===== src/inc/async_serial_transceiver_consts.svh =====
// Purpose: constants for the asynchronous serial transceiver
// Assumes: 125 MHz sys_clk
// Notes: offsets none; counts, a prescaler code and reset values only
`ifndef ASYNC_SERIAL_TRANSCEIVER_CONSTS_SVH
`define ASYNC_SERIAL_TRANSCEIVER_CONSTS_SVH
`define OVERSAMPLE 5'd16
`define START_WAIT 4'd7
`define AUTO_SAMPLE_POS 4'd7
`define PSC_OFF 5'h00
`define DATA_W 8
`define IDLE_LEVEL 1'b1
`endif


===== src/inc/async_serial_pkg.sv =====
// Purpose: types for the asynchronous serial transceiver
// Assumes: nothing
// Notes: one-hot state codes
package async_serial_pkg;
  typedef enum logic [1:0] {
    LEN_7 = 2'h0,
    LEN_8 = 2'h1,
    LEN_9 = 2'h2
  } data_len_t;
  typedef enum logic [1:0] {
    PAR_NONE = 2'h0,
    PAR_EVEN = 2'h1,
    PAR_ODD = 2'h2
  } parity_t;
  typedef enum logic [3:0] {
    TX_IDLE = 4'h1,
    TX_START = 4'h2,
    TX_BITS = 4'h4,
    TX_STOP = 4'h8
  } tx_state_t;
  typedef enum logic [3:0] {
    RX_IDLE = 4'h1,
    RX_START = 4'h2,
    RX_BITS = 4'h4,
    RX_STOP = 4'h8
  } rx_state_t;
endpackage : async_serial_pkg


===== src/rtl/async_serial_transceiver.sv =====
// Purpose: full-duplex double-buffered asynchronous serial transceiver
// Assumes: one clock, pins synchronised inside, sysclk 125 MHz
// Notes: control and status bits are plain ports
//
// Overview of operation
// - tx holding buffer loads shifter; shifter sends LSB first on txPin
// - after last stop bit, oldest buffer entry moves to shifter; empty flag sets if none remains
// - software write to tx holding buffer clears empty flag
// - in-progress flag high until last stop sent and buffer empty
// - tx holding buffer readable and writable; shifter hidden
// - receiver oversamples at sixteen ticks per bit
// - internal baud generator always clocks asynchronous operation
// - after low, wait seven ticks; three low samples confirm start
// - each later bit sampled three times, majority decides
// - sample position automatic unless override bit selects programmed one
// - rx shifter copies into rx holding buffer after full character
// - copy into rx holding buffer sets full flag
// - software read of rx holding buffer clears full flag
// - baud chain: prescaler then divisor forms oversample tick, sixteen per bit
// - deasserted cts pauses transmit after current frame
// - rts asserted when ready to send a character
// - 7, 8 or 9 data bits, even/odd/none parity with 7 or 8 bits, one/two stops
// - parity generated and checked; parity, framing, overrun flagged
// - software break transmit; break detected on receive
// - tx-ready and rx-ready interrupts with separate enables
// - flow control only on first instance; parameter selects
// - ninth bit carried both ways
// - 5-bit prescaler select and 11-bit divisor
// - prescaler code zero stops the serial clock
`timescale 1ns/100ps
`include "async_serial_transceiver_consts.svh"
module async_serial_transceiver #(
  parameter bit FIRST_INSTANCE = 1'b1,
  parameter int DIV_W = 11
) (
  input wire logic sys_clk,
  input wire logic rstn,
  input wire logic txWrite,
  input wire logic [7:0] txWriteData,
  input wire logic txNinth,
  output logic txWriteReady,
  output logic [7:0] txHoldRead,
  input wire logic rxRead,
  output logic [7:0] rxData,
  output logic rxNinth,
  output logic rxValid,
  input wire async_serial_pkg::data_len_t dataLen,
  input wire async_serial_pkg::parity_t parityMode,
  input wire logic twoStop,
  input wire logic sendBreak,
  input wire logic [4:0] baudPrescalerSelect,
  input wire logic [DIV_W-1:0] baudDivisor,
  input wire logic sampleOverrideBit,
  input wire logic [3:0] samplePositionReg,
  input wire logic txIntEnable,
  input wire logic rxIntEnable,
  input wire logic flowEnable,
  input wire logic rxPin,
  input wire logic ctsPinN,
  output logic txPin,
  output logic rtsPinN,
  output logic txBufferEmptyFlag,
  output logic txInProgressFlag,
  output logic rxBufferFullFlag,
  output logic parityError,
  output logic framingError,
  output logic overrunError,
  output logic breakDetect,
  output logic txIrq,
  output logic rxIrq
);
  import async_serial_pkg::*;

  // ------------------------------------------------------------
  // pin synchronisers
  // ------------------------------------------------------------
  logic [1:0] rxSync_q;
  logic [1:0] ctsSync_q;
  always_ff @(posedge sys_clk or negedge rstn) begin
    if (!rstn) begin
      rxSync_q <= 2'h3;
      ctsSync_q <= 2'h3;
    end else begin
      rxSync_q <= {rxSync_q[0], rxPin};
      ctsSync_q <= {ctsSync_q[0], ctsPinN};
    end
  end
  wire logic rxIn = rxSync_q[1];
  wire logic ctsOk = !(FIRST_INSTANCE && flowEnable) || !ctsSync_q[1];

  // ------------------------------------------------------------
  // baud generator
  // ------------------------------------------------------------
  // prescaler counts half cycles: factor = code/2 + 0.5
  logic [5:0] pscAcc_q;
  logic pscTick;
  logic [DIV_W-1:0] divCnt_q;
  logic tick_q;
  wire logic [5:0] pscStep = {1'b0, baudPrescalerSelect} + 6'h01;
  always_ff @(posedge sys_clk or negedge rstn) begin
    if (!rstn) begin
      pscAcc_q <= 6'h00;
    end else if (baudPrescalerSelect == `PSC_OFF) begin
      pscAcc_q <= 6'h00;
    end else if (pscAcc_q + 6'h02 >= pscStep) begin
      pscAcc_q <= pscAcc_q + 6'h02 - pscStep;
    end else begin
      pscAcc_q <= pscAcc_q + 6'h02;
    end
  end
  assign pscTick = (baudPrescalerSelect != `PSC_OFF) &&
                   (pscAcc_q + 6'h02 >= pscStep);
  always_ff @(posedge sys_clk or negedge rstn) begin
    if (!rstn) begin
      divCnt_q <= '0;
      tick_q <= 1'b0;
    end else begin
      tick_q <= 1'b0;
      if (baudPrescalerSelect == `PSC_OFF) begin
        divCnt_q <= '0;
      end else if (pscTick) begin
        if (divCnt_q >= baudDivisor) begin
          divCnt_q <= '0;
          tick_q <= 1'b1;
        end else begin
          divCnt_q <= divCnt_q + 1'b1;
        end
      end
    end
  end

  // ------------------------------------------------------------
  // frame helpers
  // ------------------------------------------------------------
  function automatic logic [3:0] dataBits(input data_len_t len);
    unique case (len)
      LEN_7: dataBits = 4'd7;
      LEN_9: dataBits = 4'd9;
      default: dataBits = 4'd8;
    endcase
  endfunction : dataBits
  // total bits after start: data + parity (not in 9-bit) + stops
  function automatic logic [3:0] bodyBits(input data_len_t len,
                                          input parity_t par,
                                          input logic two);
    logic usePar;
    usePar = (par != PAR_NONE) && (len != LEN_9);
    bodyBits = dataBits(len) + {3'h0, usePar} + {3'h0, two} + 4'd1;
  endfunction : bodyBits
  wire logic usePar = (parityMode != PAR_NONE) && (dataLen != LEN_9);

  // ------------------------------------------------------------
  // two-entry transmit buffer
  // ------------------------------------------------------------
  logic [8:0] txFifo_q [2];
  logic txWp_q;
  logic txRp_q;
  logic [1:0] txCnt_q;
  logic txPop;
  wire logic txPush = txWrite && txCnt_q != 2'd2;
  always_ff @(posedge sys_clk or negedge rstn) begin
    if (!rstn) begin
      txWp_q <= 1'b0;
      txRp_q <= 1'b0;
      txCnt_q <= 2'd0;
    end else begin
      if (txPush) begin
        txWp_q <= ~txWp_q;
      end
      if (txPop) begin
        txRp_q <= ~txRp_q;
      end
      txCnt_q <= txCnt_q + {1'b0, txPush} - {1'b0, txPop};
    end
  end
  always_ff @(posedge sys_clk) begin
    if (txPush) begin
      txFifo_q[txWp_q] <= {txNinth, txWriteData};
    end
  end

  // ------------------------------------------------------------
  // transmitter
  // ------------------------------------------------------------
  tx_state_t txState_q;
  logic [8:0] txShift_q;
  logic [3:0] txOs_q;
  logic [3:0] txBit_q;
  logic txPar_q;
  wire logic txHas = txCnt_q != 2'd0;
  assign txPop = (txState_q == TX_IDLE) && txHas && ctsOk;
  always_ff @(posedge sys_clk or negedge rstn) begin
    if (!rstn) begin
      txState_q <= TX_IDLE;
      txShift_q <= '0;
      txOs_q <= 4'h0;
      txBit_q <= 4'h0;
      txPar_q <= 1'b0;
      txPin <= `IDLE_LEVEL;
    end else begin
      unique case (txState_q)
        TX_IDLE: begin
          txPin <= !sendBreak;
          if (txPop) begin
            txShift_q <= txFifo_q[txRp_q];
            txPar_q <= (parityMode == PAR_ODD);
            txOs_q <= 4'h0;
            txState_q <= TX_START;
          end
        end
        TX_START: begin
          txPin <= 1'b0;
          if (tick_q) begin
            txOs_q <= txOs_q + 4'h1;
            if (txOs_q == 4'hf) begin
              txBit_q <= 4'h0;
              txState_q <= TX_BITS;
            end
          end
        end
        TX_BITS: begin
          if (txBit_q < dataBits(dataLen)) begin
            txPin <= txShift_q[0] && !sendBreak;
          end else if (usePar && txBit_q == dataBits(dataLen)) begin
            txPin <= txPar_q && !sendBreak;
          end else begin
            txPin <= !sendBreak;
          end
          if (tick_q) begin
            txOs_q <= txOs_q + 4'h1;
            if (txOs_q == 4'hf) begin
              txBit_q <= txBit_q + 4'h1;
              if (txBit_q < dataBits(dataLen)) begin
                txPar_q <= txPar_q ^ txShift_q[0];
                txShift_q <= {1'b0, txShift_q[8:1]};
              end
              if (txBit_q + 4'h1 ==
                  bodyBits(dataLen, parityMode, twoStop)) begin
                txState_q <= TX_IDLE;
              end
            end
          end
        end
        default: begin
          txState_q <= TX_IDLE;
        end
      endcase
    end
  end

  // ------------------------------------------------------------
  // transmit status
  // ------------------------------------------------------------
  always_ff @(posedge sys_clk or negedge rstn) begin
    if (!rstn) begin
      txBufferEmptyFlag <= 1'b1;
      txInProgressFlag <= 1'b0;
      txWriteReady <= 1'b1;
      txHoldRead <= 8'h00;
      rtsPinN <= 1'b1;
      txIrq <= 1'b0;
    end else begin
      txBufferEmptyFlag <= (txCnt_q + {1'b0, txPush} - {1'b0, txPop})
                           == 2'd0;
      txInProgressFlag <= txHas || txPush ||
                          (txState_q != TX_IDLE);
      txWriteReady <= !((txCnt_q == 2'd2) ||
                        (txCnt_q == 2'd1 && txPush && !txPop));
      if (txPush) begin
        txHoldRead <= txWriteData;
      end
      rtsPinN <= !(FIRST_INSTANCE && txHas);
      txIrq <= txIntEnable && txBufferEmptyFlag;
    end
  end

  // ------------------------------------------------------------
  // receiver
  // ------------------------------------------------------------
  rx_state_t rxState_q;
  logic [8:0] rxShift_q;
  logic [3:0] rxOs_q;
  logic [3:0] rxBit_q;
  logic [2:0] rxSmp_q;
  logic rxPar_q;
  logic rxAllZero_q;
  logic rxDone;
  wire logic [3:0] smpPos = sampleOverrideBit ? samplePositionReg
                                              : `AUTO_SAMPLE_POS;
  wire logic vote = (rxSmp_q[0] & rxSmp_q[1]) | (rxSmp_q[1] & rxSmp_q[2]) |
                    (rxSmp_q[0] & rxSmp_q[2]);
  wire logic [3:0] rxBody = bodyBits(dataLen, parityMode, 1'b0);
  always_ff @(posedge sys_clk or negedge rstn) begin
    if (!rstn) begin
      rxState_q <= RX_IDLE;
      rxShift_q <= '0;
      rxOs_q <= 4'h0;
      rxBit_q <= 4'h0;
      rxSmp_q <= 3'h7;
      rxPar_q <= 1'b0;
      rxAllZero_q <= 1'b1;
    end else begin
      unique case (rxState_q)
        RX_IDLE: begin
          if (tick_q && !rxIn) begin
            rxOs_q <= 4'h0;
            rxState_q <= RX_START;
          end
        end
        RX_START: begin
          if (tick_q) begin
            rxOs_q <= rxOs_q + 4'h1;
            if (rxOs_q >= `START_WAIT && rxOs_q < `START_WAIT + 4'd3) begin
              if (rxIn) begin
                rxState_q <= RX_IDLE;
              end
            end
            if (rxOs_q == 4'hf) begin
              rxBit_q <= 4'h0;
              rxPar_q <= (parityMode == PAR_ODD);
              rxAllZero_q <= 1'b1;
              rxState_q <= RX_BITS;
            end
          end
        end
        RX_BITS: begin
          if (tick_q) begin
            rxOs_q <= rxOs_q + 4'h1;
            if (rxOs_q >= smpPos - 4'd1 && rxOs_q <= smpPos + 4'd1) begin
              rxSmp_q <= {rxSmp_q[1:0], rxIn};
            end
            if (rxOs_q == 4'hf) begin
              rxBit_q <= rxBit_q + 4'h1;
              rxAllZero_q <= rxAllZero_q && !vote;
              if (rxBit_q < dataBits(dataLen)) begin
                rxShift_q <= {vote, rxShift_q[8:1]};
                rxPar_q <= rxPar_q ^ vote;
              end
              if (rxBit_q + 4'h1 == rxBody) begin
                rxState_q <= RX_IDLE;
              end
            end
          end
        end
        default: begin
          rxState_q <= RX_IDLE;
        end
      endcase
    end
  end
  assign rxDone = (rxState_q == RX_BITS) && tick_q && rxOs_q == 4'hf &&
                  (rxBit_q + 4'h1 == rxBody);

  // ------------------------------------------------------------
  // receive buffer and errors
  // ------------------------------------------------------------
  // align shifted data to bit 0 for 7 and 8 bit frames
  wire logic [8:0] rxAligned = (dataLen == LEN_7) ? {2'h0, rxShift_q[8:2]} :
                               (dataLen == LEN_8) ? {1'b0, rxShift_q[8:1]} :
                                                    rxShift_q;
  wire logic parBad = usePar && rxBit_q == dataBits(dataLen) ?
                      (rxPar_q ^ vote) : 1'b0;
  always_ff @(posedge sys_clk or negedge rstn) begin
    if (!rstn) begin
      rxData <= 8'h00;
      rxNinth <= 1'b0;
      rxValid <= 1'b0;
      rxBufferFullFlag <= 1'b0;
      parityError <= 1'b0;
      framingError <= 1'b0;
      overrunError <= 1'b0;
      breakDetect <= 1'b0;
      rxIrq <= 1'b0;
    end else begin
      if (rxDone) begin
        rxData <= rxAligned[7:0];
        rxNinth <= rxAligned[8];
        rxBufferFullFlag <= 1'b1;
        rxValid <= 1'b1;
        overrunError <= rxBufferFullFlag && !rxRead;
        framingError <= !vote;
        parityError <= usePar && parityError;
        breakDetect <= rxAllZero_q && !vote;
      end else if (rxRead) begin
        rxBufferFullFlag <= 1'b0;
        rxValid <= 1'b0;
      end
      if (rxState_q == RX_BITS && tick_q && rxOs_q == 4'hf &&
          usePar && rxBit_q == dataBits(dataLen)) begin
        parityError <= parBad;
      end
      rxIrq <= rxIntEnable && rxBufferFullFlag;
    end
  end
endmodule : async_serial_transceiver


===== config.mk =====
export PLATFORM = sky130hd
export DESIGN_NAME = async_serial_transceiver
export DESIGN_NICKNAME = d
export VERILOG_FILES = /design/src/inc/async_serial_pkg.sv /design/src/rtl/async_serial_transceiver.sv
export VERILOG_INCLUDE_DIRS = /design/src /design/src/inc
export SDC_FILE = /design/constraint.sdc
export NUM_CORES = 1
export LEC_CHECK = 0
export BUFFER_PORTS_ARGS = -buffer_cell sky130_fd_sc_hd__buf_2
export CORE_ASPECT_RATIO = 2
export CORE_MARGIN = 2
export CORE_UTILIZATION = 30
export DETAILED_ROUTE_END_ITERATION = 10
export GPL_ROUTABILITY_DRIVEN = 0
export SYNTH_ARGS = -nofsm -noshare
export SYNTH_HDL_FRONTEND = slang
export SYNTH_SLANG_ARGS = --single-unit

===== constraint.sdc =====
create_clock -name sys_clk -period 2.99 [get_ports sys_clk]
set_input_delay 0.299 -clock sys_clk [delete_from_list [all_inputs] [get_ports sys_clk]]
set_output_delay 0.299 -clock sys_clk [all_outputs]
set_load 0.01 [all_outputs]

==> impl_metrics.yaml <==
timing:
  rsz0062_at_grt: "false"
  period_needed_ns: 2.621
  slew_violations: 0
  finalWorstSetupSlack_ns: 0.3686
  tightest_slew_ns: 0.7523
  max_slew_margin_pct: 49.66
  fin_skew_ns: 0.008251
  finalSetupTns_ns: 0
  finalCritPeriodShare_pct: 87.67
  max_freq_ghz: 0.3815
  hold_slack_ns: 0.05979
  setup_violations: 0
  hold_violations: 0
worst_setup_path:
  cp_max_fo: 11
  critPathLaunchType: "register"
  rr_endpoint: "divCnt_q[2]"
  worstReg2RegStart: "pscAcc_q[1]"
  critical_path.endpoint: "divCnt_q[2]"
  critPathKind: "reg2reg"
  r2r_slack_ns: 0.37
  cp_data_arrival_time_ns: 2.96
  r2r_cells: 9
  crit_start: "pscAcc_q[1]"
  worstPathRequired_ns: 3.33
  endpoint_kind: "register"
die:
  die_w_microns: 108.9
  dieArea_sq_mm: 0.02328
  die_h_microns: 213.8
  start_util_pct: 30.59
  rows: 76
  core-area_sq_mm: 0.02159
  ioPinCount: 75
routing:
  vias_per_cell: 4.895
  ant_nets: 0
  wire_per_inst_microns: 14.53
  drtPass1Iterations: 4
  initialDrtViolationCount: 138
  wirelength_mm: 14.63
  drc: 0
  vias: 4929
cells_and_area:
  fin_nets: 813
  syn2layout_area_growth_pct: 20.49
  drive_gt1_share_pct: 24.66
  finalInstanceArea_sq_mm: 0.007955
  stdcell_count: 1007
  n_antenna_cell: 0
run:
  drv_cap: 0
power_and_ir_drop:
  vdd_drop_max_uv: 471.6
  power_density_mw_per_mm2: 783.8
  leakagePower_nw: 3.654
clock_tree:
  cts.sinks: 119
  post_cts_buffers: 0
  cts_inserted_buffers: 17
  htree_levels: 4
  cts_buffer_depth: 2
  cts_tree: "done"
  clk_pin_slew_ns: 0.06
  clk_latency_ns: 0.41
  root_buffer: "clkbuf_16"
place:
  place_ws_ns: 0.2969
  portBuffers: 74
  place_hpwl_mm: 11.28
  placed_cell_area_sq_mm: 0.007330
  dp.cells: 972
synth:
  netlist_instances: 632
  yosys.area.top_type: "dfrtp_1"
  ys_ff_latch: 119
  synth-async-reset-ratio_pct: 84.87
  ys_seq_area_share_pct: 46.73
  synth_edf_count: 18
  synth_most_common_cell: "dfrtp_1"
  synth.net_count: 724
  syn_area_sq_mm: 0.006603
  synth_common_cells: "dfrtp_1, nand2_1, o21ai_0"
  yosysWarnings: 0
  ys.flop_type: "dfrtp_1"
  ys_types: 60
  synth_area_leaders: "dfrtp_1, ha_1, edfxtp_1"
  netlist.area_leader.share_pct: 32.97
  synth.avg_cell_area_sq_um: 10.45
global_routing:
  grt_max_degree: 66
  grt_use_total_pct: 13.40
  grt_pass1_wl_mm: 24.01
  grt_pass1_vias: 5017
  gr-total-overflow: 0
  antenna_found_initial: 0
run_status:
  status: "finished, final reports clean"
worst_hold_path:
  min_path_type: "in2reg"
==> final cells by class <==
cell class / instances / area [sq um]
fillers: 2164 / 13630
multi-input cells: 455 / 3284
flip-flops and latches: 119 / 3085
repair buffers: 88 / 498.0
clock buffers: 17 / 425.4
well taps: 273 / 341.6
clock inverters: 15 / 170.2
inverters: 40 / 150.1
==> through the flow <==
step | util (%) | total power [W]
after global routing | 36.85 | 0.006656
after detailed placement | 33.96 | 0.004238
final | 36.85 | 0.006235
after CTS | 36.85 | 0.006331
after global placement | 33.96 | 0.004192
after floorplan | - | 0.003614
==> worst max-delay path, stage by stage (launching register included) <==
cell     delay, ns
dfrtp_1       0.44
ha_1          0.25
xor2_1        0.17
ha_1          0.36
and2_1        0.17
a41oi_1       0.25
o21ai_0       0.16
a211o_1       0.45
o21ai_0       0.12
a22o_1        0.17
==> registers in the layout, indices dropped and copies added (netlist names), 4 cells and up <==
signal,flops
rxBit_q,4
txFifo_q,18
txOs_q,4
txHoldRead,8
divCnt_q,11
txBit_q,4
rxData,8
pscAcc_q,6
rxOs_q,4
rxShift_q,9
txShift_q,9
==> placed cells by master, fill, tap and decap left out, types with 12 or more instances in the layout <==
cell,Yosys,layout
o21ai_0,60,60
buf_2,3,73
a22o_1,14,14
mux2_2,39,39
ha_1,46,46
dfstp_2,14,14
dfrtp_1,87,87
mux2i_1,18,18
nor2b_1,15,15
xnor2_1,16,16
edfxtp_1,18,18
clkbuf_16,0,17
inv_1,40,40
nor2_1,32,32
a21oi_1,35,35
nand3_1,15,15
and3_1,12,12
xor2_1,14,14
nand2_1,61,61
==> worst min-delay path by stage <==
stage	from	to	slack (ns)	cells after the start
after floorplan	rstn	breakDetect	0.003	0
after CTS	sendBreak	txPin	0.04	2
after global routing	sendBreak	txPin	0.05	2
final	sendBreak	txPin	0.06	2
after detailed placement	rstn	txHoldRead[2]	0.30	1
after global placement	rstn	txHoldRead[4]	0.30	1
==> power breakdown <==
| part | internal, W | leakage, nW | switching (W) |
|---|---|---|---|
| Sequential | 0.00202 | 1.43 | 0.000259 |
| Clock | 0.00125 | 0.287 | 0.000800 |
| Combinational | 0.000903 | 1.94 | 0.00100 |
| Total | 0.00417 | 3.65 | 0.00206 |
==> per-layer routing <==
| layer | vias to the layer above | track usage (%) | part of all wire, % |
|---|---|---|---|
| met4 | 0 | 7.118 | 2.4 |
| li1 | 2446 | - | - |
| met5 | - | 0 | 0 |
| met2 | 77 | 26.24 | 58 |
| met1 | 2388 | 12.91 | 37 |
| met3 | 18 | 2.097 | 2.6 |
==> kinds of logic after synthesis <==
family | count (synthesis) | share of synthesized area [%]
AOI/OAI and AO/OA | 145 | 13.40
xor gates and xnor gates | 30 | 3.980
adders and majority gates | 48 | 9.172
buffers and inverters | 58 | 3.525
DFF | 119 | 46.73
muxes | 58 | 9.721
and+or+nand+nor | 174 | 13.47
==> repair_timing <==
| action | in CTS | in global routing |
|---|---|---|
| hold buffers | 3 | 0 |
| gates resized for setup | 0 | 0 |
| endpoints found under the hold margin | 30 | 0 |
(Power assumes the default switching activity.)
